## config.mk

```make
export PLATFORM = sky130hd
export DESIGN_NAME = acs_sequencer
export DESIGN_NICKNAME = d
export VERILOG_FILES = /design/src/acs_pkg.sv /design/src/acs_clk_div.sv /design/src/acs_sequencer.sv
export SDC_FILE = /design/constraint.sdc
export NUM_CORES = 1
export LEC_CHECK = 0
export ABC_CLOCK_PERIOD_IN_PS = 1600
export BUFFER_PORTS_ARGS = -buffer_cell sky130_fd_sc_hd__buf_2
export CAP_MARGIN = 20
export CELL_PAD_IN_SITES_DETAIL_PLACEMENT = 0
export CELL_PAD_IN_SITES_GLOBAL_PLACEMENT = 1
export CORE_MARGIN = 5
export CORE_UTILIZATION = 35
export CTS_CLUSTER_DIAMETER = 30
export CTS_CLUSTER_SIZE = 25
export DETAILED_ROUTE_END_ITERATION = 10
export HOLD_SLACK_MARGIN = 0.06
export PLACE_DENSITY_LB_ADDON = 0.1
export SYNTH_ARGS = -nofsm -noshare
export SYNTH_HDL_FRONTEND = slang
export SYNTH_HIERARCHICAL = 1
export SYNTH_SLANG_ARGS = --single-unit
```

## constraint.sdc

```tcl
create_clock -name ref_clk -period 1.6 [get_ports ref_clk]
set_input_delay 0.08 -clock ref_clk [delete_from_list [all_inputs] [get_ports ref_clk]]
set_output_delay 0.08 -clock ref_clk [all_outputs]
set_load 0.02 [all_outputs]
```

## src/acs_pkg.sv

```systemverilog
package acs_pkg;

  // Sequence modes.
  localparam logic [1:0] SEQ_SINGLE = 2'h0;
  localparam logic [1:0] SEQ_SEQUENCE = 2'h1;
  localparam logic [1:0] SEQ_REPEAT_SINGLE = 2'h2;
  localparam logic [1:0] SEQ_REPEAT_SEQ = 2'h3;

  // Conversion clock sources.
  localparam logic [1:0] CLK_SEL_SUBMAIN = 2'h3;

  // Channel and timing figures.
  localparam int CHAN_W = 4;
  localparam logic [3:0] CHAN_RST = 4'h0;
  localparam int SAMPLE_CLKS = 4;
  localparam int CONV_CLKS = 13;
  localparam logic [4:0] SAMPLE_LAST = 5'(SAMPLE_CLKS - 1);
  localparam logic [4:0] CONV_LAST = 5'(SAMPLE_CLKS + CONV_CLKS - 1);
  localparam logic [2:0] DIV_RST = 3'h0;
  localparam logic [4:0] PHASE_RST = 5'h00;
  localparam logic [1:0] SEL_RST = 2'h0;

  typedef enum logic [1:0] {
    ACS_IDLE,
    ACS_ARMED,
    ACS_RUN
  } acs_state_e;

endpackage : acs_pkg

```

## src/acs_clk_div.sv

```systemverilog
`timescale 1ns/1ps
// Divides the selected source into a one-cycle conversion tick.
module acs_clk_div
  import acs_pkg::*;
(
  input wire logic ref_clk,
  input wire logic sys_rst,
  input wire logic src_tick,
  input wire logic [2:0] ratio_m1,
  output logic tick
);

  logic [2:0] cnt_r;
  logic [2:0] cnt_nxt;
  logic wrap;

  // Any ratio from one to eight, odd or even, is a plain modulo count.
  assign wrap = src_tick && (cnt_r >= ratio_m1);
  assign cnt_nxt = !src_tick ? cnt_r : (wrap ? 3'h0 : cnt_r + 3'h1);

  always_ff @(posedge ref_clk) begin
    if (sys_rst) begin
      cnt_r <= DIV_RST;
      tick <= 1'b0;
    end else begin
      cnt_r <= cnt_nxt;
      tick <= wrap;
    end
  end

  div_tick_a: assert property (@(posedge ref_clk) disable iff (sys_rst)
    tick |-> $past(src_tick))
    else $error("Divider ticked without a source tick.");

endmodule : acs_clk_div

```

## src/acs_sequencer.sv

```systemverilog
`timescale 1ns/1ps
module acs_sequencer
  import acs_pkg::*;
(
  input wire logic ref_clk,
  input wire logic sys_rst,
  input wire logic ctl0_wr,
  input wire logic converter_power_bit,
  input wire logic conversion_arm_bit,
  input wire logic software_start_bit,
  input wire logic [1:0] sequence_select_field,
  input wire logic sample_pulse_mode,
  input wire logic timer_trigger,
  input wire logic [3:0] seq_end_chan,
  input wire logic [1:0] conv_clock_select,
  input wire logic [2:0] conv_clock_divider,
  input wire logic [3:0] src_ticks,
  input wire logic submain_gate_off,
  input wire logic overrun_clear,
  output logic conversion_active,
  output logic trigger_overrun_flag,
  output logic [3:0] chan_out,
  output logic sample_hold,
  output logic conv_done
);

  //////////////////////////////////////////////////////////////////////////
  logic src_tick;
  logic tick;
  logic arm_r;
  logic arm_rise;
  logic sw_trig;
  logic tmr_trig;
  logic trig;
  logic seq_mode;
  logic rep_mode;
  logic last_chan;
  logic step_end;
  acs_state_e state_r;
  acs_state_e state_nxt;
  logic [4:0] phase_r;
  logic [3:0] chan_r;

  // A gated sub-main source simply stops ticking and a run waits on it; any
  // new selection drives src_tick in the same cycle, so a switch ends the wait.
  assign src_tick = (conv_clock_select == CLK_SEL_SUBMAIN) ?
    (src_ticks[3] && !submain_gate_off) :
    src_ticks[conv_clock_select];

  acs_clk_div u_div (
    .ref_clk(ref_clk),
    .sys_rst(sys_rst),
    .src_tick(src_tick),
    .ratio_m1(conv_clock_divider),
    .tick(tick)
  );

  //////////////////////////////////////////////////////////////////////////
  // Triggers. Timer sourcing applies in every mode, single included.
  assign arm_rise = conversion_arm_bit && !arm_r;
  assign sw_trig = software_start_bit && !sample_pulse_mode;
  assign tmr_trig = timer_trigger && sample_pulse_mode;
  // In single mode a bare control-word write is never a trigger; only the
  // software or timer trigger while powered and armed counts.
  assign trig = converter_power_bit && conversion_arm_bit &&
    (sw_trig || tmr_trig);

  assign seq_mode = sequence_select_field[0];
  assign rep_mode = sequence_select_field[1];
  assign last_chan = !seq_mode || (chan_r >= seq_end_chan);
  assign step_end = tick && (phase_r == CONV_LAST);

  always_comb begin
    state_nxt = state_r;
    unique case (state_r)
      ACS_IDLE: begin
        if (converter_power_bit && arm_rise) begin
          state_nxt = ACS_ARMED;
        end
      end
      ACS_ARMED: begin
        if (!conversion_arm_bit || !converter_power_bit) begin
          state_nxt = ACS_IDLE;
        end else if (trig) begin
          state_nxt = ACS_RUN;
        end
      end
      ACS_RUN: begin
        if (!converter_power_bit) begin
          state_nxt = ACS_IDLE;
        end else if (step_end && last_chan && !rep_mode) begin
          state_nxt = conversion_arm_bit ? ACS_ARMED : ACS_IDLE;
        end else if (step_end && last_chan && !conversion_arm_bit) begin
          state_nxt = ACS_IDLE;
        end
      end
    endcase
  end

  //////////////////////////////////////////////////////////////////////////
  always_ff @(posedge ref_clk) begin
    if (sys_rst) begin
      state_r <= ACS_IDLE;
      arm_r <= 1'b0;
    end else begin
      state_r <= state_nxt;
      arm_r <= conversion_arm_bit;
    end
  end

  // Phase and channel advance only on conversion ticks; triggers during a
  // run never touch them.
  always_ff @(posedge ref_clk) begin
    if (sys_rst || state_r != ACS_RUN) begin
      phase_r <= PHASE_RST;
      chan_r <= CHAN_RST;
    end else if (step_end) begin
      phase_r <= PHASE_RST;
      chan_r <= last_chan ? CHAN_RST : chan_r + 4'h1;
    end else if (tick) begin
      phase_r <= phase_r + 5'h01;
    end
  end

  always_ff @(posedge ref_clk) begin
    if (sys_rst) begin
      conversion_active <= 1'b0;
      trigger_overrun_flag <= 1'b0;
      chan_out <= CHAN_RST;
      sample_hold <= 1'b0;
      conv_done <= 1'b0;
    end else begin
      conversion_active <= (state_nxt == ACS_RUN);
      if ((state_r == ACS_RUN) && (sw_trig || tmr_trig)) begin
        trigger_overrun_flag <= 1'b1;
      end else if (overrun_clear) begin
        trigger_overrun_flag <= 1'b0;
      end
      chan_out <= chan_r;
      sample_hold <= (state_r == ACS_RUN) && (phase_r <= SAMPLE_LAST);
      conv_done <= (state_r == ACS_RUN) && step_end;
    end
  end

  //////////////////////////////////////////////////////////////////////////
  busy_mirror_a: assert property (@(posedge ref_clk) disable iff (sys_rst)
    conversion_active == (state_r == ACS_RUN))
    else $error("Active bit does not follow the run state.");

  overrun_set_a: assert property (@(posedge ref_clk) disable iff (sys_rst)
    (state_r == ACS_RUN && (sw_trig || tmr_trig))
    |=> trigger_overrun_flag)
    else $error("Overrun flag missed a trigger during a run.");

  overrun_win_a: assert property (@(posedge ref_clk) disable iff (sys_rst)
    (state_r == ACS_RUN && sw_trig && overrun_clear)
    |=> trigger_overrun_flag)
    else $error("Clear beat a simultaneous overrun.");

  write_only_a: assert property (@(posedge ref_clk) disable iff (sys_rst)
    (state_r == ACS_ARMED && ctl0_wr && !trig)
    |=> state_r != ACS_RUN)
    else $error("A plain control write started sampling.");

  no_halt_a: assert property (@(posedge ref_clk) disable iff (sys_rst)
    (state_r == ACS_RUN && trig && tick && phase_r != CONV_LAST)
    |=> phase_r == $past(phase_r) + 5'h01)
    else $error("Trigger disturbed a running conversion.");

  start_a: assert property (@(posedge ref_clk) disable iff (sys_rst)
    (state_r == ACS_ARMED && trig && converter_power_bit)
    |=> state_r == ACS_RUN ##1 conversion_active)
    else $error("Armed trigger did not start a conversion.");

  restart_a: assert property (@(posedge ref_clk) disable iff (sys_rst)
    (state_r == ACS_IDLE && converter_power_bit && arm_rise)
    |=> state_r == ACS_ARMED)
    else $error("Power and arm did not restore readiness.");

  submain_a: assert property (@(posedge ref_clk) disable iff (sys_rst)
    (conv_clock_select != CLK_SEL_SUBMAIN)
    |-> src_tick == src_ticks[conv_clock_select])
    else $error("Non sub-main source is blocked.");

  flag_sticky_a: assert property (@(posedge ref_clk) disable iff (sys_rst)
    (trigger_overrun_flag && !overrun_clear)
    |=> trigger_overrun_flag)
    else $error("Overrun flag dropped without a clear.");

  run_keep_a: assert property (@(posedge ref_clk) disable iff (sys_rst)
    (state_r == ACS_RUN && trig && !step_end)
    |=> state_r == ACS_RUN)
    else $error("Trigger during a run changed the sequence.");

  single_end_a: assert property (@(posedge ref_clk) disable iff (sys_rst)
    (state_r == ACS_RUN && step_end && !seq_mode && !rep_mode)
    |=> state_r != ACS_RUN)
    else $error("Single mode ran past one conversion.");

  repeat_c: cover property (@(posedge ref_clk) disable iff (sys_rst)
    state_r == ACS_RUN && rep_mode && step_end && last_chan);
  overrun_c: cover property (@(posedge ref_clk) disable iff (sys_rst)
    $rose(trigger_overrun_flag));
  seq_c: cover property (@(posedge ref_clk) disable iff (sys_rst)
    seq_mode && conv_done && chan_r != CHAN_RST);
  switch_c: cover property (@(posedge ref_clk) disable iff (sys_rst)
    submain_gate_off && conv_clock_select != CLK_SEL_SUBMAIN && conv_done);

endmodule : acs_sequencer

```

; ---- Word-level counts from Yosys, hierarchy flattened
; Index checks and enable logic that the tools add are counted.
[word_totals]
word_cells = 68
output_inout_bits = 8
input_bits = 25
regBits = 24
[classes]
n_lt_le_gt_ge = 4
n_reduce_logical = 29
muxes = 15
addsub = 3
eq_ne = 6
[ops]
columns = operator, count
row1 = $logic_and 1x1->1, 15
row2 = $mux 2, 6
row3 = $logic_not 1->1, 7
row4 = $eq 2x2->1 const B, 3
row5 = $pmux 2 s3, 1
row6 = $add 5x1->5 const B, 1
row7 = $eq 5x5->1 const B, 1
row8 = $le 5x2->1 const B, 1
row9 = $mux 1, 5
row10 = $add 4x1->4 const B, 1
row11 = $ge 4x4->1, 1
row12 = $logic_or 1x1->1, 4
row13 = $mux 4, 1
row14 = $add 3x1->3 const B, 1
row15 = $ge 3x3->1, 1
row16 = $lt 2x3->1 const B, 1
row17 = $mux 3, 1
row18 = $bmux 1 s2, 1
row19 = $eq 2x1->1 const B, 1
row20 = $logic_not 2->1, 1
row21 = $ne 2x2->1 const B, 1
row22 = $reduce_bool 2->1, 1
row23 = $reduce_or 2->1, 1

; ---- Logic depth before layout (Yosys ltp)
; Gate-level depths: netlist of run 1.
[logic_depth]
ltp_word = 9
mapped_depth = 7
mapped_depth_nobuf = 7

; ---- By module
; Netlist of run 1, hierarchy kept.
[by_module_without_submodules]
columns = module, cells_per_inst, seq_area_each_um2, instances, area_per_inst_um2
row1 = acs_sequencer, 112, 400.4, 1, 1013.5
row2 = acs_clk_div, 27, 80.1, 1, 259.0

; ---- Worst setup path before layout of run 1
; Ideal clock, no wire load.
[synth_path]
path_kind = reg2reg
from = register chan_r[0]
to = register conversion_active
path_stages_with_launch = 8
arrival_ps = 1661
setup_ps = 59
t_required_ps = 1541
setup_slack_ps = -120
path_buffers = 0
period_less_slack_ps = 1720
cell_sequence = dfxtp_1 > inv_1 > ha_1 > nor3b_2 > o2111ai_1 > a31o_1 > a221oi_2 > and2_1
[synth_between]
elab_chain_len = 9
word_cells_on_any_way = 10
cone_classes = order compare: 1 / eq/ne: 1 / mux: 4 / reduce/logical: 4
[synth_lines]
columns = element, line_no
row1 = from (decl), acs_sequencer.sv:42  ; logic [3:0] chan_r;
row2 = from (signal assigned), acs_sequencer.sv:119  ; chan_r <= last_chan ? CHAN_RST : chan_r + 4'h1;
row3 = $ge 4x4->1 (*), acs_sequencer.sv:70  ; assign last_chan = !seq_mode || (chan_r >= seq_end_chan);
row4 = $logic_or 1x1->1 (*), acs_sequencer.sv:70
row5 = $logic_and 1x1->1 (*), "acs_sequencer.sv:91, acs_sequencer.sv:93"
row6 = $logic_and 1x1->1, acs_sequencer.sv:93  ; end else if (step_end && last_chan && !conversion_arm_bit) begin
row7 = $mux 2, acs_sequencer.sv:93
row8 = $mux 2 (*), acs_sequencer.sv:91  ; end else if (step_end && last_chan && !rep_mode) begin
row9 = $mux 2 (*), acs_sequencer.sv:89  ; if (!converter_power_bit) begin
row10 = $pmux 2 s3 (*), acs_sequencer.sv:75  ; unique case (state_r)
row11 = $eq 2x2->1 (*), acs_sequencer.sv:133  ; conversion_active <= (state_nxt == ACS_RUN);
row12 = to (signal assigned), acs_sequencer.sv:133
row13 = to (decl), acs_sequencer.sv:20  ; output logic conversion_active,
; Mark *: on every way between the ends. The rest lies on a longest branch, timed or not.
; A chain may end at the register's enable or synchronous reset.

; ---- Final worst setup path of run 1
[layout_path]
from = register chan_r[3]
to = register conversion_active
; Same word-level chain as after synthesis.

==> impl_metrics.sql, run 1 <==
INSERT INTO impl_metrics (metric_group, metric, value, unit) VALUES
('global_route', 'grt_pass1_wl', '4480', 'um'),
('cells_and_area', 'seqCellArea', '484', 'sq um'),
('route', 'drt_iter0_markers', '32', ''),
('placed_design', 'placedCellCount', '225', ''),
('placed_design', 'post-place-ws', '-67.1', 'ps'),
('critical_path', 'worstSetupEndpointType', 'flip-flop', ''),
('synth', 'top_area_cells_in_the_synthesized_netlist', 'dfxtp_1, ha_1, nor2_1', ''),
('cts', 'clock_transition_time_at_the_flip_flop_clock_pins_of_the_worst_setup_and_hold_paths', '130', 'ps'),
('cts', 'clock-sinks', '24', ''),
('die', 'starting_density', '35.6', '%'),
('sta', 'finalClockSkew', '0.742', 'ps'),
('synth', 'syn-cell-area', '1270', 'sq um'),
('sta', 'unrepaired_setup_endpoints_after_global_routing', 'yes', ''),
('route', 'post_drt_via_cell_ratio', '4.77', ''),
('critical_path', 'kind_of_cell_adding_the_most_delay_to_the_critical_path', 'compound AO/OA/AOI/OAI gates', ''),
('placed_design', 'port_buffer_cells', '31', ''),
('critical_path', 'r2r.worst_path.cells', '7', ''),
('critical_path', 'worstPathArrival', '1910', 'ps'),
('synth', 'yosys_most_used_dff', 'dfxtp_1', ''),
('critical_path', 'critical-path-slowest-cell', 'dfxtp_2', ''),
('cells_and_area', 'fraction_of_layout_instances_using_a_drive_strength_above_1', '35.9', '%'),
('sta', 'post-route-period-util', '103', '%'),
('cells_and_area', 'multi_input_logic_area', '791', 'sq um'),
('sta', 'post-route-min-period', '1650', 'ps'),
('synth', 'post_synth_most_frequent_cells', 'dfxtp_1, nor2_1, ha_1, inv_1, nand2_1', ''),
('synth', 'postSynthNetCount', '177', ''),
('status', 'violations', 'setup timing', ''),
('synth', 'ys_warn_count', '6', ''),
('sta', 'pins_over_slew_limit', '0', ''),
('sta', 'worstMarginPinSlew', '355', 'ps'),
('global_route', 'antenna_found_initial', '0', ''),
('synth', 'synthDistinctLibCells', '41', ''),
('critical_path', 'critical_path_class', 'reg2reg', ''),
('cells_and_area', 'area_added_between_synthesis_and_finish', '31.7', '%'),
('worst_hold_path', 'min_path_type', 'in2reg', ''),
('synth', 'ys_seq_area_share', '37.8', '%'),
('die', 'placement_rows', '22', ''),
('sta', 'fmax', '0.606', 'GHz'),
('cells_and_area', 'final.fill_count', '351', ''),
('status', 'status', 'finished, violations left', ''),
('placed_design', 'gpl.final_weighted_congestion', '0.845', ''),
('route', 'router_iterations_before_antenna_repair', '4', ''),
('route', 'antenna_left', '0', ''),
('cells_and_area', 'design.final.nets', '223', ''),
('sta', 'max-slew-margin-rel', '75.7', '%'),
('power', 'comb_power_share', '30.8', '%'),
('critical_path', 'crit_path_cell_trace', 'ha_4 -> o211ai_1 -> o2111ai_2 -> buf_4 -> a31oi_4 -> a221oi_2 -> and2_1', ''),
('synth', 'synthesis.instances', '139', ''),
('sta', 'post-route-worst-setup-slack', '-49.7', 'ps'),
('die', 'die_area', '4940', 'sq um'),
('critical_path', 'critical_path_depth', '7', ''),
('sta', 'timing.hold.ws', '93.5', 'ps'),
('die', 'die_x', '70.3', 'um'),
('power', 'power_density', '848', 'nW/um^2'),
('cts', 'cts-root-buf', 'clkbuf_4', ''),
('global_route', 'grt_max_degree', '18', ''),
('cells_and_area', 'finalNonFillerCells', '232', ''),
('critical_path', 'cp.required', '1860', 'ps'),
('cells_and_area', 'utilization', '46.8', '%'),
('global_route', 'global_route.usage.total', '10.9', '%'),
('sta', 'finalSetupViolations', '2', ''),
('critical_path', 'worstPathBufferInverterCount', '1', ''),
('route', 'routed_wl', '2520', 'um'),
('placed_design', 'dp_hpwl', '2000', 'um'),
('synth', 'most_common_cell_in_the_synthesized_netlist', 'dfxtp_1', ''),
('critical_path', 'critical_path.startpoint_type', 'flip-flop', ''),
('worst_hold_path', 'worst_hold_path.num_cells', '3', ''),
('global_route', 'gr-total-overflow', '0', ''),
('cts', 'tritoncts_buffer_count', '3', ''),
('synth', 'synth-async-reset-ratio', '0', '%'),
('die', 'io_pins', '33', '');
## sequential cells by signal, summed over array words and instances (netlist names)
| signal | count |
|---|---|
| conv_done | 1 |
| chan_r | 4 |
| u_div/cnt_r | 3 |
| arm_r | 1 |
| sample_hold | 1 |
| state_r | 2 |
| u_div/tick | 1 |
| trigger_overrun_flag | 1 |
| phase_r | 5 |
| chan_out | 4 |
| conversion_active | 1 |
## metrics by stage
step / power [mW] / setup TNS (ps)
6_report: 1.42 / -84.1
5_1_grt: 1.51 / -563
4_1_cts: 1.44 / -90.1
3_5_place_dp: 1.10 / -121
3_3_place_gp: 1.11 / -65.6
2_1_floorplan: 0.945 / -0.618
## kinds of logic (layout without fill, tap and decap cells)
family | after synthesis | count (layout) | synth area share [%]
adder cells (fa/ha/maj) | 13 | 13 | 12.8
XOR/XNOR | 7 | 7 | 4.82
multiplexers | 3 | 3 | 3.44
buffers and inverters | 16 | 61 | 5.41
AO/OA/AOI/OAI | 22 | 22 | 13.4
flip-flops | 24 | 24 | 37.8
AND/OR/NAND/NOR | 54 | 54 | 22.4
## power groups by stage
stage	registers, mW	clock network, mW	logic [mW]
2_1_floorplan	0.708	0	0.237
3_3_place_gp	0.685	0	0.421
3_5_place_dp	0.685	0	0.418
4_1_cts	0.671	0.333	0.438
5_1_grt	0.676	0.351	0.482
6_report	0.672	0.312	0.438
## worst paths after layout
kind | from | end | slack (ps)
worst max register to register | chan_r[3] | conversion_active | -50
worst max-delay path | chan_r[3] | conversion_active | -50
worst min-delay path | conversion_arm_bit | arm_r | 90
worst min register to register | u_div/cnt_r[1] | u_div/cnt_r[1] | 500
## routing by layer
metal	track usage, %	vias to the layer above	wire [um]
li1	-	571	-
met1	12.3	504	1130
met2	19.8	30	1240
met3	2.73	2	130
met4	3.19	0	13
met5	0	-	0
## worst reg2reg max path, cell delays in order, from the launching register on
cell       delay, ps
dfxtp_2          360
ha_4             260
o211ai_1          90
o2111ai_2        230
buf_4            180
a31oi_4           70
a221oi_2         260
and2_1           150
## repair_timing
| item | 4_1_cts | 5_1_grt |
|---|---|---|
| setup endpoints to repair | 2 | 7 |
| gates cloned | 0 | 0 |
| buffers inserted | 2 | 0 |
| pin swaps | 12 | 2 |
| hold buffers | 1 | 0 |
| gates resized for setup | 5 | 2 |
| endpoints found under the hold margin | 1 | 0 |
## layout make-up
cell class	count	share of cell area, %
inverter	13	2.91
sequential	24	28.9
clock buffer	4	2.17
timing repair buffer	44	15.2
tap	48	3.58
multi-input combinational	99	47.2
## cells in the final DEF (no fill, tap or decap), types with 2 or more instances in the layout
master / instances
buf_2: 31
buf_4: 12
nand2b_1: 4
dfxtp_1: 21
nor2_1: 18
o2111ai_1: 2
nand4_1: 4
nand3_1: 2
nor2b_1: 7
dfxtp_2: 3
ha_1: 10
xor2_1: 5
ha_4: 3
inv_1: 12
o211ai_1: 2
clkbuf_4: 3
xnor2_1: 2
nand2_1: 10
a21oi_1: 4
No activity file was read; power rests on OpenSTA's default activity.
==> run 2: changes to the inputs <==
CTS_BUF_LIST = sky130_fd_sc_hd__clkbuf_4   (was not set)
==> run 2 against run 1 <==
  * The flow still finishes with violations (setup timing)
  * Worst hold slack about the same
  * Clock-buffer cell count down 1
  * Design area down 0.60%
  * Register-to-register slack about the same
  * Clock skew up 2.3 ps
  * Fmax down 0.17%
  * Non-clock buffer count unchanged
  * Sequential power about the same
  * Total power down 3.4%
  * Combinational power about the same
  * Worst setup slack worse by 2.9 ps
  * Largest cell class unchanged
==> impl_metrics.sql, run 2 (synthesis results as in run 1) <==
INSERT INTO impl_metrics (metric_group, metric, value, unit) VALUES
('sta', 'finalSetupViolations', '2', ''),
('die', 'die_area', '4940', 'sq um'),
('critical_path', 'timing.critical_path.slowest_cell_delay', '360', 'ps'),
('sta', 'post-route-min-period', '1650', 'ps'),
('die', 'core', '3580', 'sq um'),
('cts', 'insertion_delay', '300', 'ps'),
('global_route', 'gr-total-overflow', '0', ''),
('cells_and_area', 'design.final.nets', '223', ''),
('global_route', 'met1_usage', '12.3', '%'),
('cts', 'htree_levels', '1', ''),
('placed_design', 'post-place-ws', '-67.1', 'ps'),
('cells_and_area', 'largest-register', 'phase_r', ''),
('route', 'antenna_left', '0', ''),
('die', 'placement_rows', '22', ''),
('sta', 'pins_over_slew_limit', '0', ''),
('critical_path', 'critical_path.startpoint_type', 'flip-flop', ''),
('cells_and_area', 'number_of_flip_flops_under_the_largest_register_name', '5', ''),
('power', 'irDropWorstVdd', '0.321', 'mV'),
('cells_and_area', 'area_added_between_synthesis_and_finish', '30.9', '%'),
('cells_and_area', 'final.fill_count', '353', ''),
('global_route', 'grt.met2_usage', '19.8', '%'),
('die', 'starting_density', '35.6', '%'),
('cells_and_area', 'finalNonFillerCells', '232', ''),
('route', 'drt_iter0_markers', '33', ''),
('die', 'fp.dieH', '70.3', 'um'),
('global_route', 'grt_pass1_wl', '4480', 'um'),
('critical_path', 'worstPathBufferInverterCount', '1', ''),
('critical_path', 'critical_path_class', 'reg2reg', ''),
('critical_path', 'worstPathArrival', '1910', 'ps'),
('sta', 'unrepaired_setup_endpoints_after_global_routing', 'yes', ''),
('global_route', 'antenna_found_initial', '0', ''),
('cts', 'cts-root-buf', 'clkbuf_4', ''),
('cells_and_area', 'utilization', '46.5', '%'),
('global_route', 'top_usage_layer', 'met2', ''),
('critical_path', 'kind_of_cell_adding_the_most_delay_to_the_critical_path', 'compound AO/OA/AOI/OAI gates', ''),
('power', 'power_density', '825', 'nW/um^2'),
('sta', 'fmax', '0.605', 'GHz'),
('global_route', 'global_route.usage.total', '10.9', '%'),
('global_route', 'grt.met3_usage', '2.73', '%'),
('cts', 'clock_transition_time_at_the_flip_flop_clock_pins_of_the_worst_setup_and_hold_paths', '130', 'ps'),
('cts', 'clk_path_buf_depth', '2', ''),
('route', 'remaining_drcs', '0', ''),
('cts', 'clock-sinks', '24', ''),
('cts', 'tritoncts_buffer_count', '3', ''),
('cells_and_area', 'fraction_of_layout_instances_using_a_drive_strength_above_1', '35.3', '%'),
('critical_path', 'cp_max_fo', '3', ''),
('sta', 'post-route-period-util', '103', '%'),
('sta', 'finalClockSkew', '3.02', 'ps'),
('route', 'dr_total_vias', '1100', ''),
('cells_and_area', 'multi_input_logic_area', '791', 'sq um'),
('placed_design', 'dp_hpwl', '2000', 'um'),
('sta', 'final-hold-violation-count', '0', ''),
('status', 'violations', 'setup timing', ''),
('critical_path', 'critical-path-slowest-cell', 'dfxtp_2', ''),
('job', 'max_cap_viol_count', '0', ''),
('global_route', 'first_global_vias', '1081', ''),
('route', 'routed_wl', '2530', 'um'),
('cells_and_area', 'largest_registers_in_the_final_layout', 'phase_r (5), chan_out (4), chan_r (4)', ''),
('die', 'die_x', '70.3', 'um'),
('die', 'io_pins', '33', ''),
('placed_design', 'gpl.final_weighted_congestion', '0.845', ''),
('route', 'route.detailed.wl_per_inst', '10.9', 'um'),
('placed_design', 'port_buffer_cells', '31', ''),
('cells_and_area', 'seqCellArea', '484', 'sq um'),
('cells_and_area', 'commonest_cells_after_routing_fill_and_taps_aside', 'buf_2, dfxtp_1, nor2_1, inv_1, buf_4', ''),
('sta', 'worstMarginPinSlew', '358', 'ps'),
('critical_path', 'crit_path_cell_trace', 'ha_4 -> o211ai_1 -> o2111ai_2 -> buf_4 -> a31oi_4 -> a221oi_2 -> and2_1', ''),
('critical_path', 'worstSetupEndpointType', 'flip-flop', ''),
('worst_hold_path', 'min_path_type', 'in2reg', ''),
('route', 'post_drt_via_cell_ratio', '4.74', ''),
('cts', 'cts_tree', 'built', ''),
('power', 'power.leakage', '0.709', 'nW'),
('status', 'status', 'finished, violations left', ''),
('sta', 'max-slew-margin-rel', '75.5', '%'),
('cells_and_area', 'antenna_cells_inserted', '0', ''),
('placed_design', 'placedCellCount', '225', ''),
('global_route', 'grt_max_degree', '18', ''),
('route', 'router_iterations_before_antenna_repair', '4', ''),
('critical_path', 'cp.required', '1860', 'ps'),
('cells_and_area', 'mostFrequentLayoutCell', 'buf_2', ''),
('sta', 'post-route-worst-setup-slack', '-52.5', 'ps');
==> run 2: final timing paths <==
path | endpoint | slack (ps) | cells after the start | startpoint
max | conversion_active | -50 | 7 | chan_r[3]
min | arm_r | 90 | 3 | conversion_arm_bit
max reg2reg | conversion_active | -50 | 7 | chan_r[3]
min reg2reg | u_div/cnt_r[1] | 500 | 2 | u_div/cnt_r[1]
==> run 2: timing repair <==
action	CTS	global route
setup endpoints to repair	2	7
buffers inserted	2	0
resized for setup	5	2
hold buffers	1	0
pin swaps	11	2
endpoints found under the hold margin	1	0
==> run 2: power by group <==
part / switching (mW) / internal [mW] / total [mW] / leakage, nW
sequential: 0.0274 / 0.644 / 0.672 / 0.196
clock: 0.171 / 0.0909 / 0.262 / 0.0154
combinational: 0.225 / 0.214 / 0.439 / 0.498
total: 0.423 / 0.950 / 1.37 / 0.709
==> run 2: layout make-up <==
type | instances | share of cell area (%)
multi-input cells | 99 | 47.5
inverters | 13 | 2.93
clock buffers | 3 | 1.35
repair buffers | 44 | 15.3
well taps | 48 | 3.61
clock inverters | 1 | 0.225
flip-flops and latches | 24 | 29.1
==> run 2: routing by layer <==
| layer | share of wire (%) | vias up |
|---|---|---|
| met3 | 5.1 | 2 |
| met5 | 0 | - |
| met2 | 49 | 28 |
| met4 | 0.51 | 0 |
| li1 | - | 570 |
| met1 | 45 | 500 |
==> run 2: stage by stage <==
step | cell area [sq um] | hold slack, ps | power, mW | setup TNS, ps
global placement | 1560 | 374 | 1.11 | -65.6
CTS | 1660 | 70.5 | 1.39 | -93.9
floorplan | 1290 | 149 | 0.945 | -0.618
finish | 1670 | 93.0 | 1.37 | -79.9
global route | 1670 | 99.4 | 1.46 | -579
detailed placement | 1560 | 368 | 1.10 | -121
==> run 2: tightest hold or removal path, delay by kind of cell <==
family	cells	cell delay, ps
buffers and inverters	2	200
AND/OR/NAND/NOR	1	90
